==> config.mk <==
export PLATFORM = sky130hd
export DESIGN_NAME = rpa_ctrl
export DESIGN_NICKNAME = d
export VERILOG_FILES = /design/src/hw/rpa_ping.sv /design/src/hw/rpa_ctrl.sv
export SDC_FILE = /design/constraint.sdc
export NUM_CORES = 1
export LEC_CHECK = 0
export BUFFER_PORTS_ARGS = -buffer_cell sky130_fd_sc_hd__buf_2
export CORE_ASPECT_RATIO = 1.5
export CORE_MARGIN = 8
export CORE_UTILIZATION = 36
export CTS_CLUSTER_SIZE = 14
export DETAILED_ROUTE_END_ITERATION = 8
export GPL_TIMING_DRIVEN = 0
export SLEW_MARGIN = 10
export SYNTH_ARGS = -nofsm -noshare
export SYNTH_HDL_FRONTEND = slang
export SYNTH_SLANG_ARGS = --single-unit
==> constraint.sdc <==
create_clock -name mclk -period 3.9 [get_ports mclk]
set_clock_uncertainty 0.2 [all_clocks]
set_input_delay 0.78 -clock mclk [delete_from_list [all_inputs] [get_ports mclk]]
set_output_delay 0.78 -clock mclk [all_outputs]
set_load 0.01 [all_outputs]
==> src/hw/rpa_ping.sv <==
// rear park alarm package and single-sensor ping engine
// Contract
// - Detection and buzzer run only while reverse is selected, silent otherwise.
// - Drive each sensor with a transmit burst, then watch that sensor's receive input.
// - Derive distance from echo timing and choose one of three alarm levels.
// - First alarm level for nearest object at 81 to 120 cm, 15 cm tolerance.
// - Second alarm level for nearest object at 41 to 80 cm, 10 cm tolerance.
// - Third alarm level for nearest object within 40 cm, 10 cm tolerance.
// - Proximity alarms only while reversing or approach speed is at most 10 km/h.
// - All buzzer waveform timings within ten percent of nominal.
// - Self check passes: wait 0.5 s, then one 0.3 s confirmation beep.
// - On a detected failure enter diagnostic mode and report the failed location.
// - Sensor good only if ringing above 3 V lasts over 0.8 ms, else failed.
// - Left sensor fault: three evenly spaced single beeps.
// - Right sensor fault: three groups of paired beeps.
// - Distance is half of echo time times 340 m/s.
package rpa_pkg;
  localparam int unsigned CLK_HZ      = 100_000_000;
  localparam int unsigned CYC_PER_MS  = CLK_HZ / 1000;
  localparam int unsigned CYC_PER_US  = CLK_HZ / 1_000_000;
  localparam int unsigned SOUND_MPS   = 340;
  localparam int unsigned CM_PER_M    = 100;
  // round trip: one cm of range costs two cm of flight
  localparam int unsigned CYC_PER_CM  = (2 * CLK_HZ) / (SOUND_MPS * CM_PER_M);
  localparam int unsigned RING_MIN_US = 800;
  localparam int unsigned TX_HZ       = 40_000;
  localparam int unsigned TX_HALF_CYC = CLK_HZ / (2 * TX_HZ);
  localparam int unsigned BURST_US    = 200;
  localparam int unsigned NEAR_CM     = 40;
  localparam int unsigned MID_CM      = 80;
  localparam int unsigned FAR_CM      = 120;
  localparam int unsigned LISTEN_CM   = 135;
  localparam int unsigned DELAY_MS    = 500;
  localparam int unsigned CONF_MS     = 300;
  localparam int unsigned SLOT_MS     = 50;
  localparam int unsigned GAP_MS      = 10;
  localparam logic [7:0]  SPEED_MAX_KMH = 8'h0a;
  localparam int unsigned TOF_W  = 24;
  localparam int unsigned TMR_W  = 27;
  localparam int unsigned SENS_N = 4;
  localparam logic [1:0]  SEL_LAST   = 2'h3;
  // sensor order: rear-left, side-left, rear-right, side-right
  localparam logic [3:0]  LEFT_MASK  = 4'h3;
  localparam logic [3:0]  RIGHT_MASK = 4'hc;
  localparam logic [3:0]  SENS_ONE   = 4'h1;
  // 16 slots per pattern, msb first
  localparam logic [15:0] PAT_FAR   = 16'hc0c0;
  localparam logic [15:0] PAT_MID   = 16'hcccc;
  localparam logic [15:0] PAT_NEAR  = 16'hffff;
  localparam logic [15:0] PAT_LEFT  = 16'hc30c;
  localparam logic [15:0] PAT_RIGHT = 16'ha528;

  typedef enum logic [1:0] {LVL_NONE, LVL_FAR, LVL_MID, LVL_NEAR} rpa_lvl_e;

  typedef struct packed {
    logic             busy;
    logic             done;
    logic             ring_ok;
    logic             echo;
    logic [TOF_W-1:0] tof;
  } rpa_ping_s;

  // range in cm to echo flight time in cycles
  function automatic logic [TOF_W-1:0] rpa_cm_to_cyc(input int unsigned cm,
                                                      input int unsigned cyc_per_cm);
    rpa_cm_to_cyc = TOF_W'(cm * cyc_per_cm);
  endfunction : rpa_cm_to_cyc

  // closest band first, so any sensor inside 40 cm wins
  function automatic rpa_lvl_e lvl_of(input logic [TOF_W-1:0] tof,
                                      input logic [TOF_W-1:0] t_near,
                                      input logic [TOF_W-1:0] t_mid,
                                      input logic [TOF_W-1:0] t_far);
    if (tof <= t_near) lvl_of = LVL_NEAR;
    else if (tof <= t_mid) lvl_of = LVL_MID;
    else if (tof <= t_far) lvl_of = LVL_FAR;
    else lvl_of = LVL_NONE;
  endfunction : lvl_of
endpackage : rpa_pkg

`timescale 1ns/1ps
`default_nettype none
module rpa_ping
  import rpa_pkg::*;
#(
  parameter int unsigned BURST_CYC  = BURST_US * CYC_PER_US,
  parameter int unsigned RING_CYC   = RING_MIN_US * CYC_PER_US,
  parameter int unsigned LISTEN_CYC = LISTEN_CM * CYC_PER_CM
)(
  input  wire logic      mclk,
  input  wire logic      sys_rst,
  input  wire logic      start,
  input  wire logic      rx_pin,
  output logic           tx,
  output rpa_ping_s      res
);
  typedef enum {PG_IDLE, PG_BURST, PG_RING, PG_LISTEN} rpa_pg_e;

  rpa_pg_e          st_ff;
  logic             rx1_ff, rx2_ff, rx3_ff, rx_lvl_ff;
  logic [TOF_W-1:0] tof_ff;
  logic [TOF_W-1:0] ring_cnt_ff;
  logic [11:0]      half_ff;
  logic             tx_ff, done_ff, ring_ok_ff, echo_ff;

  always_ff @(posedge mclk) begin
    if (sys_rst) begin
      rx1_ff    <= 1'b0;
      rx2_ff    <= 1'b0;
      rx3_ff    <= 1'b0;
      rx_lvl_ff <= 1'b0;
    end else begin
      rx1_ff <= rx_pin;
      rx2_ff <= rx1_ff;
      rx3_ff <= rx2_ff;
      if (rx2_ff == rx3_ff) begin
        rx_lvl_ff <= rx3_ff;
      end
    end
  end

  always_ff @(posedge mclk) begin
    if (sys_rst) begin
      st_ff       <= PG_IDLE;
      tof_ff      <= '0;
      ring_cnt_ff <= '0;
      half_ff     <= '0;
      tx_ff       <= 1'b0;
      done_ff     <= 1'b0;
      ring_ok_ff  <= 1'b0;
      echo_ff     <= 1'b0;
    end else begin
      done_ff <= 1'b0;
      if (st_ff != PG_IDLE) begin
        tof_ff <= tof_ff + 1'b1;
      end
      case (st_ff)
        PG_IDLE: begin
          if (start) begin
            st_ff       <= PG_BURST;
            tof_ff      <= '0;
            ring_cnt_ff <= '0;
            half_ff     <= '0;
            tx_ff       <= 1'b1;
            ring_ok_ff  <= 1'b0;
            echo_ff     <= 1'b0;
          end
        end
        PG_BURST: begin
          if (half_ff == 12'(TX_HALF_CYC - 1)) begin
            half_ff <= '0;
            tx_ff   <= ~tx_ff;
          end else begin
            half_ff <= half_ff + 1'b1;
          end
          if (tof_ff >= TOF_W'(BURST_CYC - 1)) begin
            st_ff <= PG_RING;
            tx_ff <= 1'b0;
          end
        end
        PG_RING: begin
          // saturate one past the limit so "longer than" is exact
          if (rx_lvl_ff && ring_cnt_ff <= TOF_W'(RING_CYC)) begin
            ring_cnt_ff <= ring_cnt_ff + 1'b1;
          end
          if (!rx_lvl_ff) begin
            st_ff      <= PG_LISTEN;
            ring_ok_ff <= ring_cnt_ff > TOF_W'(RING_CYC);
          end else if (tof_ff >= TOF_W'(LISTEN_CYC - 1)) begin
            st_ff      <= PG_IDLE;
            ring_ok_ff <= 1'b1;
            done_ff    <= 1'b1;
          end
        end
        PG_LISTEN: begin
          if (rx_lvl_ff) begin
            st_ff   <= PG_IDLE;
            echo_ff <= 1'b1;
            done_ff <= 1'b1;
          end else if (tof_ff >= TOF_W'(LISTEN_CYC - 1)) begin
            st_ff   <= PG_IDLE;
            done_ff <= 1'b1;
          end
        end
        default: st_ff <= PG_IDLE;
      endcase
    end
  end

  assign tx          = tx_ff;
  assign res.busy    = (st_ff != PG_IDLE) || done_ff;
  assign res.done    = done_ff;
  assign res.ring_ok = ring_ok_ff;
  assign res.echo    = echo_ff;
  assign res.tof     = tof_ff;
endmodule : rpa_ping
`default_nettype wire

==> src/hw/rpa_ctrl.sv <==
// rear park alarm controller: self test, sensor scan, proximity and fault beeps
`timescale 1ns/1ps
`default_nettype none
module rpa_ctrl
  import rpa_pkg::*;
#(
  parameter int unsigned DELAY_CYC  = DELAY_MS * CYC_PER_MS,
  parameter int unsigned CONF_CYC   = CONF_MS * CYC_PER_MS,
  parameter int unsigned SLOT_CYC   = SLOT_MS * CYC_PER_MS,
  parameter int unsigned GAP_CYC    = GAP_MS * CYC_PER_MS,
  parameter int unsigned BURST_CYC  = BURST_US * CYC_PER_US,
  parameter int unsigned RING_CYC   = RING_MIN_US * CYC_PER_US,
  parameter int unsigned CM_CYC     = CYC_PER_CM,
  parameter int unsigned LISTEN_CYC = LISTEN_CM * CYC_PER_CM
)(
  input  wire logic        mclk,
  input  wire logic        sys_rst,
  input  wire logic        ignition_on_input,
  input  wire logic        reverse_sel,
  input  wire logic [7:0]  speed_kmh,
  input  wire logic [3:0]  sens_rx,
  output logic      [3:0]  sens_tx,
  output logic             buzzer,
  output logic      [1:0]  alarm_level,
  output logic             diag_mode,
  output logic             fault_left,
  output logic             fault_right
);
  typedef enum {ST_IDLE, ST_TEST, ST_DLY, ST_CONF, ST_SCAN, ST_DIAG} rpa_st_e;
  rpa_st_e          state_ff;
  logic [1:0]       pin1_ff, pin2_ff, pin3_ff, pin_lvl_ff;
  logic             run_en_ff, busy_ff, start_ff, alt_ff, buzzer_ff;
  logic [1:0]       sel_ff;
  logic [TMR_W-1:0] tmr_ff;
  logic [3:0]       fault_ff, nxt_fault;
  logic [TOF_W-1:0] min_ff, nxt_min;
  rpa_lvl_e         lvl_ff;
  logic [TMR_W-1:0] slot_cnt_ff;
  logic [3:0]       slot_ff;
  logic [3:0]       sens_tx_ff;
  logic [15:0]      pat;
  logic             pat_bit, ping_done, round_end, ping_tx;
  rpa_ping_s        png;
  logic [TOF_W-1:0] thr_near, thr_mid, thr_far;
  assign thr_near = rpa_cm_to_cyc(NEAR_CM, CM_CYC);
  assign thr_mid  = rpa_cm_to_cyc(MID_CM, CM_CYC);
  assign thr_far  = rpa_cm_to_cyc(FAR_CM, CM_CYC);

  // ignition and reverse arrive from harness pins
  always_ff @(posedge mclk) begin
    if (sys_rst) begin
      pin1_ff    <= '0;
      pin2_ff    <= '0;
      pin3_ff    <= '0;
      pin_lvl_ff <= '0;
      run_en_ff  <= 1'b0;
    end else begin
      pin1_ff    <= {ignition_on_input, reverse_sel};
      pin2_ff    <= pin1_ff;
      pin3_ff    <= pin2_ff;
      pin_lvl_ff <= (pin3_ff & ~(pin2_ff ^ pin3_ff)) | (pin_lvl_ff & (pin2_ff ^ pin3_ff));
      run_en_ff  <= &pin_lvl_ff;
    end
  end

  rpa_ping #(
    .BURST_CYC  (BURST_CYC),
    .RING_CYC   (RING_CYC),
    .LISTEN_CYC (LISTEN_CYC)
  ) u_ping (
    .mclk    (mclk),
    .sys_rst (sys_rst),
    .start   (start_ff),
    .rx_pin  (sens_rx[sel_ff]),
    .tx      (ping_tx),
    .res     (png)
  );
  // a ping left over from an aborted scan is ignored
  assign ping_done = png.done && busy_ff;
  assign round_end = ping_done && sel_ff == SEL_LAST;
  assign nxt_fault = fault_ff | ((ping_done && !png.ring_ok) ? (SENS_ONE << sel_ff) : '0);
  assign nxt_min   = (ping_done && png.echo && png.tof < min_ff) ? png.tof : min_ff;

  always_ff @(posedge mclk) begin
    if (sys_rst) begin
      state_ff <= ST_IDLE;
      sel_ff   <= '0;
      busy_ff  <= 1'b0;
      start_ff <= 1'b0;
      tmr_ff   <= '0;
    end else begin
      start_ff <= 1'b0;
      if (tmr_ff != '0) begin
        tmr_ff <= tmr_ff - 1'b1;
      end
      if (!run_en_ff) begin
        state_ff <= ST_IDLE;
        busy_ff  <= 1'b0;
        sel_ff   <= '0;
        tmr_ff   <= '0;
      end else begin
        case (state_ff)
          ST_IDLE: begin
            if (!png.busy) begin
              state_ff <= ST_TEST;
              sel_ff   <= '0;
            end
          end
          ST_TEST, ST_SCAN: begin
            if (!busy_ff && tmr_ff == '0) begin
              start_ff <= 1'b1;
              busy_ff  <= 1'b1;
            end else if (ping_done) begin
              busy_ff <= 1'b0;
              sel_ff  <= sel_ff + 1'b1;
              // quiet gap lets the last echo die before the next burst
              tmr_ff  <= TMR_W'(GAP_CYC);
              if (round_end) begin
                if (nxt_fault != '0) begin
                  state_ff <= ST_DIAG;
                end else if (state_ff == ST_TEST) begin
                  state_ff <= ST_DLY;
                  tmr_ff   <= TMR_W'(DELAY_CYC - 1);
                end
              end
            end
          end
          ST_DLY: begin
            if (tmr_ff == '0) begin
              state_ff <= ST_CONF;
              tmr_ff   <= TMR_W'(CONF_CYC - 1);
            end
          end
          ST_CONF: begin
            if (tmr_ff == '0) begin
              state_ff <= ST_SCAN;
            end
          end
          ST_DIAG: state_ff <= ST_DIAG;
          default: state_ff <= ST_IDLE;
        endcase
      end
    end
  end

  // cleared only in ST_IDLE, ahead of each fresh self test; a failure found in the test still lands
  always_ff @(posedge mclk) begin
    if (sys_rst) begin
      fault_ff <= '0;
    end else if (state_ff == ST_IDLE) begin
      fault_ff <= '0;
    end else begin
      fault_ff <= nxt_fault;
    end
  end

  always_ff @(posedge mclk) begin
    if (sys_rst) begin
      min_ff <= '1;
      lvl_ff <= LVL_NONE;
    end else if (!run_en_ff || state_ff != ST_SCAN) begin
      min_ff <= '1;
      lvl_ff <= LVL_NONE;
    end else if (round_end) begin
      min_ff <= '1;
      if (speed_kmh > SPEED_MAX_KMH) begin
        lvl_ff <= LVL_NONE;
      end else begin
        lvl_ff <= lvl_of(nxt_min, thr_near, thr_mid, thr_far);
      end
    end else begin
      min_ff <= nxt_min;
    end
  end

  // exact cycle counts keep every beep far inside the ten percent window
  always_ff @(posedge mclk) begin
    if (sys_rst) begin
      slot_cnt_ff <= '0;
      slot_ff     <= '0;
      alt_ff      <= 1'b0;
    end else if (slot_cnt_ff == TMR_W'(SLOT_CYC - 1)) begin
      slot_cnt_ff <= '0;
      slot_ff     <= slot_ff + 1'b1;
      if (slot_ff == 4'hf) begin
        alt_ff <= ~alt_ff;
      end
    end else begin
      slot_cnt_ff <= slot_cnt_ff + 1'b1;
    end
  end
  always_comb begin
    pat = '0;
    case (state_ff)
      ST_SCAN: begin
        case (lvl_ff)
          LVL_FAR:  pat = PAT_FAR;
          LVL_MID:  pat = PAT_MID;
          LVL_NEAR: pat = PAT_NEAR;
          default:  pat = '0;
        endcase
      end
      ST_DIAG: begin
        // both sides failed: alternate the two patterns
        if ((fault_ff & RIGHT_MASK) != '0 && ((fault_ff & LEFT_MASK) == '0 || alt_ff)) begin
          pat = PAT_RIGHT;
        end else if ((fault_ff & LEFT_MASK) != '0) begin
          pat = PAT_LEFT;
        end
      end
      default: pat = '0;
    endcase
    pat_bit = pat[~slot_ff];
  end

  always_ff @(posedge mclk) begin
    if (sys_rst) begin
      buzzer_ff  <= 1'b0;
      sens_tx_ff <= '0;
    end else begin
      buzzer_ff  <= run_en_ff && (state_ff == ST_CONF || pat_bit);
      // an aborted ping keeps bursting internally; keep it off the pins
      sens_tx_ff <= (ping_tx && busy_ff) ? (SENS_ONE << sel_ff) : '0;
    end
  end

  assign sens_tx     = sens_tx_ff;
  assign buzzer      = buzzer_ff;
  assign alarm_level = lvl_ff;
  assign diag_mode   = state_ff == ST_DIAG;
  assign fault_left  = |(fault_ff & LEFT_MASK);
  assign fault_right = |(fault_ff & RIGHT_MASK);
endmodule : rpa_ctrl
`default_nettype wire

==> results of run 1 <==
state kept, by name, summed over array words and instances (netlist names), 2 cells and up, named ones only:
| name | count |
|---|---|
| pin3_ff | 2 |
| tmr_ff | 27 |
| sel_ff | 2 |
| pin2_ff | 2 |
| pin1_ff | 2 |
| sens_tx | 4 |
| u_ping.tof_ff | 24 |
| u_ping.ring_cnt_ff | 24 |
| fault_ff | 4 |
| alarm_level | 2 |
| slot_ff | 4 |
| u_ping.st_ff | 32 |
| state_ff | 3 |
| u_ping.half_ff | 12 |
| slot_cnt_ff | 27 |
| min_ff | 24 |
worst max-delay path by stage:
stage / depth (start not counted) / end / startpoint / slack (ns)
after floorplan: 9 / min_ff[4] / min_ff[6] / 1.21
after global placement: 6 / min_ff[18] / sys_rst / 0.05
after detailed placement: 10 / min_ff[21] / min_ff[13] / 0.43
after CTS: 10 / min_ff[17] / min_ff[19] / 0.41
after global routing: 10 / min_ff[18] / min_ff[19] / 0.27
final: 10 / min_ff[15] / min_ff[13] / 0.45
worst max-delay path, delay by kind of cell, from the launching register on:
family | cells | cell delay [ns]
DFF | 1 | 0.36
AOI/OAI and AO/OA | 5 | 1.37
buffers and inverters | 3 | 0.96
and+or+nand+nor | 1 | 0.07
adders and majority gates | 1 | 0.33
final cells by class:
type	instances	area, sq um	area share, %
Timing Repair Buffer	26	133	1.19
Multi-Input combinational cell	857	5290	47.3
Tap cell	342	428	3.83
Sequential cell	210	4200	37.6
Clock buffer	27	589	5.27
Clock inverter	13	154	1.38
Inverter	49	184	1.65
Buffer	51	201	1.80
layer usage:
metal | up-vias | global-route usage [%] | wire, um | part of all wire, %
li1 | 4202 | - | - | -
met1 | 3893 | 15.2 | 9410 | 40
met4 | 0 | 6.95 | 765 | 3.2
met3 | 47 | 1.74 | 679 | 2.9
met5 | - | 0 | 0 | 0
met2 | 121 | 27.9 | 12800 | 54
kinds of logic (layout without fill, tap and decap cells):
family	Yosys count	after routing	synth area share [%]
flops	210	210	43.1
xor+xnor	69	69	6.20
mux	11	11	1.32
simple gates	493	493	26.0
other cells	1	30	0.0384
fa+ha+maj	39	39	5.00
buf+inv	100	166	3.95
compound gates	215	215	14.4
placed cells by master (no fill, tap or decap), types with 20 or more instances in the layout:
cell and n:
clkbuf_16 22, conb_1 30, buf_2 30, nor4_1 21
nand4_1 27, xnor2_1 31, o211ai_1 26, nor2_1 113
a21oi_1 67, nand2_1 118, ha_1 39, dfxtp_1 210
xor2_1 38, inv_1 47, nand3_1 46, o21ai_0 36
or3_1 20, nor3_1 37, clkbuf_1 44
per-stage QoR:
step                setup WS (ns)  util, %  power, mW
floorplan                    1.21        -       2.27
global placement           0.0451     38.7       2.29
detailed placement          0.425     38.7       2.30
CTS                         0.409     41.5       4.46
global route                0.272     41.5       4.55
finish                      0.453     41.5       4.40
power groups by stage:
stage          registers (mW)  clock network [mW]  logic (mW)
4_1_cts                  2.18                2.21      0.0658
3_5_place_dp             2.23                   0      0.0655
3_3_place_gp             2.23                   0      0.0647
6_report                 2.18                2.15      0.0644
2_1_floorplan            2.23                   0      0.0399
5_1_grt                  2.18                2.29      0.0747
==> impl_metrics.env, run 1 <==
export IMPL_result_of_the_run="complete, no violations"
export IMPL_ys_async_sr_fraction_pct=0
export IMPL_fillers=2693
export IMPL_path_class="flip-flop to flip-flop"
export IMPL_antenna_cells=0
export IMPL_tritoncts_num_buffers=22
export IMPL_level_count_of_the_clock_h_tree=1
export IMPL_clock_insertion_delay_worst_skew_ns=0.52
export IMPL_worst_path_largest_cell_delay_ns=0.61
export IMPL_p_sw_uw=925
export IMPL_final_routed_drc_violation_total=0
export IMPL_post_dp_cell_area_sq_um=10400
export IMPL_total_via_count_in_the_routed_design=8263
export IMPL_worst_endpoint_arrival_ns=3.61
export IMPL_tightest_slew_ns=1.10
export IMPL_final_net_count=1272
export IMPL_cts_tree="yes"
export IMPL_switching_share_pct=21.0
export IMPL_avgSynthCellArea_sq_um=8.57
export IMPL_ir_worst_vdd_v=0.000420
export IMPL_grt_ovfl_total=0
export IMPL_worstHoldStart="pin1_ff[0]"
export IMPL_power_report_internal_total_mw=3.47
export IMPL_numPortBuffers=25
export IMPL_cts_setup_buffers=0
export IMPL_finalSetupViolCount=0
export IMPL_cts_repair_resize_count=0
export IMPL_finish_instance_area_sq_um=11200
export IMPL_overall_global_routing_usage_pct=14.6
export IMPL_clock_root_buffer="clkbuf_16"
export IMPL_post_synth_inst_count=1138
export IMPL_route_detailed_wl_per_inst_um=15.0
export IMPL_type_of_the_most_critical_hold_path="flip-flop to flip-flop"
export IMPL_syn_area_sq_um=9750
export IMPL_finalHoldWorstSlack_ns=0.237
export IMPL_dp_hpwl_mm=17.5
export IMPL_cp_required_ns=4.06
export IMPL_die_area_sq_um=32700
export IMPL_routabilityCongestion=0.832
export IMPL_synth_cells_most_frequent="dfxtp_1, nand2_1, nor2_1"
export IMPL_viasPerCell=5.25
export IMPL_post_route_period_util_pct=88.4
export IMPL_netlist_top_cells_area="dfxtp_1, ha_1, nand2_1, nor2_1, a21oi_1"
export IMPL_r2r_start="min_ff[13]"
export IMPL_numClockSinks=210
export IMPL_drtPass1Iterations=5
export IMPL_die_h_um=218
export IMPL_grt_setup_unrepaired="no"
export IMPL_critPathCaptureType="flip-flop"
export IMPL_synth_warnings=0
export IMPL_pin_count=26
export IMPL_syn_to_final_growth_pct=14.6
export IMPL_path_max_fanout=10
export IMPL_synth_largest_type_area_fraction_pct=43.1
export IMPL_number_of_enable_type_register_cells_in_the_synthesized_netlist=0
export IMPL_most_used_standard_cell_by_instance_count_after_synthesis="dfxtp_1"
export IMPL_power_per_cell_area_nw_per_um2=393
export IMPL_yosys_most_used_dff="dfxtp_1"
export IMPL_slew_headroom_pct=26.3
export IMPL_grt_first_pass_wirelength_mm=39.2
export IMPL_clock_fmax_ghz=0.290
export IMPL_routed_wirelength_mm=23.6
export IMPL_post_synthesis_sequential_area_ratio_pct=43.1
export IMPL_finalHoldViolCount=0
export IMPL_sequentialPowerShare_pct=49.7
export IMPL_whs_path_depth=1
export IMPL_largest_net_degree_at_the_start_of_global_routing=15
export IMPL_total_placed_cells_including_tap_cells=1535
export IMPL_r2r_worst_path_cells=10
export IMPL_clk_transition_reported_paths_ns=0.06
export IMPL_synthDominantAreaCellType="dfxtp_1"
export IMPL_floorplan_initialDensity_pct=36.2
export IMPL_pwr_share_comb_pct=1.5
export IMPL_hold_end="pin2_ff[0]"
export IMPL_power_clock_fraction_pct=48.9
export IMPL_critical_path_slowest_cell="a2111oi_0"
export IMPL_fraction_of_final_layout_cells_sized_beyond_drive_strength_1_pct=7.95
export IMPL_detailedRoute_firstIterationViolations=359
export IMPL_postCtsHoldBufs=0
export IMPL_grt_antenna_before_repair=0
export IMPL_postSynthRegisterBits=210
export IMPL_synthDistinctLibCells=69
export IMPL_timing_critical_path_from_type="flip-flop"
export IMPL_count_of_standard_cell_rows=74
export IMPL_postRouteAntennaNets=0
export IMPL_layout_min_cycle_time_ns=3.45
export IMPL_maxSlewViolCount=0
export IMPL_timing_rr_end="min_ff[15]"
export IMPL_via_count_of_the_first_global_routing_pass=8146
export IMPL_r2r_slack_ns=0.45
export IMPL_power_static_leakage_nw=4.24
export IMPL_core_region_area_sq_um=26900
export IMPL_post_layout_nonfiller_instances=1575
export IMPL_cap_violations=0
export IMPL_die_w_um=150
export IMPL_setup_tns_ns=0
export IMPL_crit_path_cell_trace="inv_1 > ha_1 > a21o_1 > nand3_1 > a21oi_1 > a2111oi_0 > o41a_1 > clkbuf_1 > buf_1 > o211ai_1"
export IMPL_clock_tree_buffer_depth=3
No activity file was read; power rests on OpenSTA's default activity.
==> inputs of run 2 (changes only) <==
SYNTH_HIERARCHICAL = 1   (was not set)
==> run 2 against run 1 <==
Global-route usage is 0.30 points lower. Largest power group is now clock. Die area is 2.8% higher. Total power is 1.3% higher. Critical path type unchanged. Critical path depth is 1 higher. Synthesized cell count is 3.3% higher. Clock power is 2% higher. Clock-buffer cell count is 2 lower. Combinational power is 7.6% higher.
==> impl_metrics.env, run 2 <==
export IMPL_result_of_the_run="complete, no violations"
export IMPL_largest_register_ffs=32
export IMPL_fillers=2760
export IMPL_numClockSinks=210
export IMPL_post_synthesis_sequential_area_ratio_pct=41.8
export IMPL_tritoncts_num_buffers=22
export IMPL_hold_end="pin2_ff[0]"
export IMPL_cts_tree="yes"
export IMPL_post_synth_inst_count=1176
export IMPL_cts_repair_resize_count=0
export IMPL_maxSlewViolCount=0
export IMPL_drtPass1Iterations=5
export IMPL_layout_min_cycle_time_ns=3.31
export IMPL_number_of_enable_type_register_cells_in_the_synthesized_netlist=0
export IMPL_floorplan_initialDensity_pct=36.3
export IMPL_detailedRoute_firstIterationViolations=365
export IMPL_clock_fmax_ghz=0.302
export IMPL_final_net_count=1309
export IMPL_synth_largest_type_area_fraction_pct=41.8
export IMPL_route_detailed_wl_per_inst_um=14.9
export IMPL_die_area_sq_um=33600
export IMPL_total_via_count_in_the_routed_design=8495
export IMPL_cp_required_ns=4.08
export IMPL_critical_path_slowest_cell="o211ai_1"
export IMPL_syn_area_sq_um=10100
export IMPL_worst_endpoint_arrival_ns=3.49
export IMPL_final_cell_mix="dfxtp_1, nand2_1, nor2_1, o21ai_0, a21oi_1"
export IMPL_dp_hpwl_mm=17.5
export IMPL_tightest_slew_ns=0.863
export IMPL_path_class="flip-flop to flip-flop"
export IMPL_synthDominantAreaCellType="dfxtp_1"
export IMPL_path_buf_inv=3
export IMPL_timing_rr_end="min_ff[23]"
export IMPL_numPortBuffers=25
export IMPL_postRouteAntennaNets=0
export IMPL_netlist_top_cells_area="dfxtp_1, ha_1, nand2_1, nor2_1, o21ai_0"
export IMPL_finalSetupViolCount=0
export IMPL_postSynthRegisterBits=210
export IMPL_power_static_leakage_nw=4.57
export IMPL_r2r_slack_ns=0.59
export IMPL_synth_warnings=6
export IMPL_die_h_um=221
export IMPL_whs_path_depth=1
export IMPL_clock_insertion_delay_worst_skew_ns=0.52
export IMPL_post_route_period_util_pct=84.9
export IMPL_critPathCaptureType="flip-flop"
export IMPL_path_max_fanout=10
export IMPL_max_flop_register="u_ping/st_ff"
export IMPL_power_per_cell_area_nw_per_um2=388
export IMPL_grt_first_pass_wirelength_mm=40.3
export IMPL_slew_headroom_pct=42.0
export IMPL_worst_path_largest_cell_delay_ns=0.54
export IMPL_clk_transition_reported_paths_ns=0.06
export IMPL_routabilityCongestion=0.867
export IMPL_clock_tree_buffer_depth=3
export IMPL_grt_antenna_before_repair=1
export IMPL_synth_cells_most_frequent="dfxtp_1, nand2_1, nor2_1"
export IMPL_type_of_the_most_critical_hold_path="flip-flop to flip-flop"
export IMPL_multi_input_area_sq_um=5560
export IMPL_crit_path_cell_trace="inv_1 > ha_1 > nand4_1 > nor4_1 > o21ai_0 > o211ai_1 > buf_2 > clkbuf_1 > nand2_1 > o21ai_0 > nand2_1"
export IMPL_core_region_area_sq_um=27700
export IMPL_routed_wirelength_mm=24.1
export IMPL_timing_critical_path_from_type="flip-flop"
export IMPL_cts_setup_buffers=0
export IMPL_r2r_worst_path_cells=11
export IMPL_largest_net_degree_at_the_start_of_global_routing=16
export IMPL_r2r_start="min_ff[19]"
export IMPL_via_count_of_the_first_global_routing_pass=8308
export IMPL_yosys_most_used_dff="dfxtp_1"
export IMPL_final_routed_drc_violation_total=0
export IMPL_cpLargestDelayFamily="buffers and inverters"
export IMPL_viasPerCell=5.26
export IMPL_ys_async_sr_fraction_pct=0
export IMPL_postCtsHoldBufs=0
export IMPL_utilization_pct=41.5
export IMPL_setup_tns_ns=0
export IMPL_count_of_standard_cell_rows=75
export IMPL_avgSynthCellArea_sq_um=8.55
export IMPL_die_w_um=152
export IMPL_level_count_of_the_clock_h_tree=1
export IMPL_most_used_standard_cell_by_instance_count_after_synthesis="dfxtp_1"
export IMPL_pin_count=26
export IMPL_syn_to_final_growth_pct=14.2
export IMPL_grt_ovfl_total=0
export IMPL_mostFrequentLayoutCell="dfxtp_1"
export IMPL_clock_root_buffer="clkbuf_16"
export IMPL_cap_violations=0
export IMPL_ir_worst_vdd_v=0.000235
export IMPL_register_area_sq_um=4200
export IMPL_grt_setup_unrepaired="no"
export IMPL_synthDistinctLibCells=85
export IMPL_worstHoldStart="pin1_ff[0]"
export IMPL_overall_global_routing_usage_pct=14.3
export IMPL_fraction_of_final_layout_cells_sized_beyond_drive_strength_1_pct=8.83
export IMPL_finalHoldViolCount=0
export IMPL_biggest_regs="u_ping/st_ff: 32 flops, slot_cnt_ff: 27 flops, tmr_ff: 27 flops"
==> run 2: cell types whose count changed in the layout (fill, tap and decap cells not counted), sizes merged, moves of 11 or more <==
| cell | change |
|---|---|
| o21ai | +43 |
| clkbuf | -16 |
| a21oi | -14 |
| o211ai | -14 |
| nand4 | +12 |
| o31ai | +11 |
==> run 2: cell type report <==
class	count	share of cell area, %
Clock buffer	25	4.98
Inverter	49	1.60
Sequential cell	210	36.6
Buffer	44	1.82
Multi-Input combinational cell	902	48.5
Clock inverter	13	1.58
Timing Repair Buffer	25	1.09
Tap cell	346	3.77
Antenna cell	1	0.0218
==> run 2: kinds of logic (layout without fill, tap and decap cells) <==
kind of cell,after synthesis,in the layout,synth area share [%]
AND/OR/NAND/NOR,522,522,27.6
AO/OA/AOI/OAI,235,235,14.9
flip-flops,210,210,41.8
adder cells (fa/ha/maj),40,40,4.95
XOR/XNOR,67,67,5.84
multiplexers,8,8,0.934
buffers and inverters,93,156,3.91
other,1,31,0.0373
==> run 2: through the flow <==
stage	area, sq um	setup slack (ns)	power (mW)	instances	hold slack, ns
final	11500	0.588	4.45	1615	0.234
after floorplan	10200	1.35	2.28	1205	0.213
after global placement	10700	0.574	2.30	1576	0.216
after CTS	11500	0.510	4.51	1614	0.236
after detailed placement	10700	0.530	2.31	1576	0.220
after global routing	11500	0.144	4.61	1614	0.253
==> run 2: worst reg2reg max path, delay by kind of cell (launching register included) <==
family / cells / cell delay, ns
fa+ha+maj: 1 / 0.33
simple gates: 4 / 0.61
flops: 1 / 0.40
compound gates: 3 / 0.78
buf+inv: 3 / 0.87
==> run 2: worst max-delay path by stage <==
stage,start,depth (start not counted),end
after global routing,min_ff[19],11,min_ff[20]
after floorplan,min_ff[19],11,min_ff[20]
final,min_ff[19],11,min_ff[23]
after CTS,min_ff[11],11,min_ff[23]
after global placement,sys_rst,8,min_ff[11]
after detailed placement,min_ff[11],11,min_ff[23]
==> run 2: per-layer routing <==
layer  part of all wire (%)  GRT usage, %
met1                     41          15.3
met2                     51          26.8
met3                    4.1          2.29
met4                    4.1          6.98
met5                      0             0
==> run 2: power breakdown <==
| part | internal, mW | switching [mW] | leakage [nW] |
|---|---|---|---|
| Clock | 1.32 | 0.875 | 0.368 |
| Combinational | 0.0251 | 0.0442 | 2.49 |
| Sequential | 2.17 | 0.0169 | 1.71 |
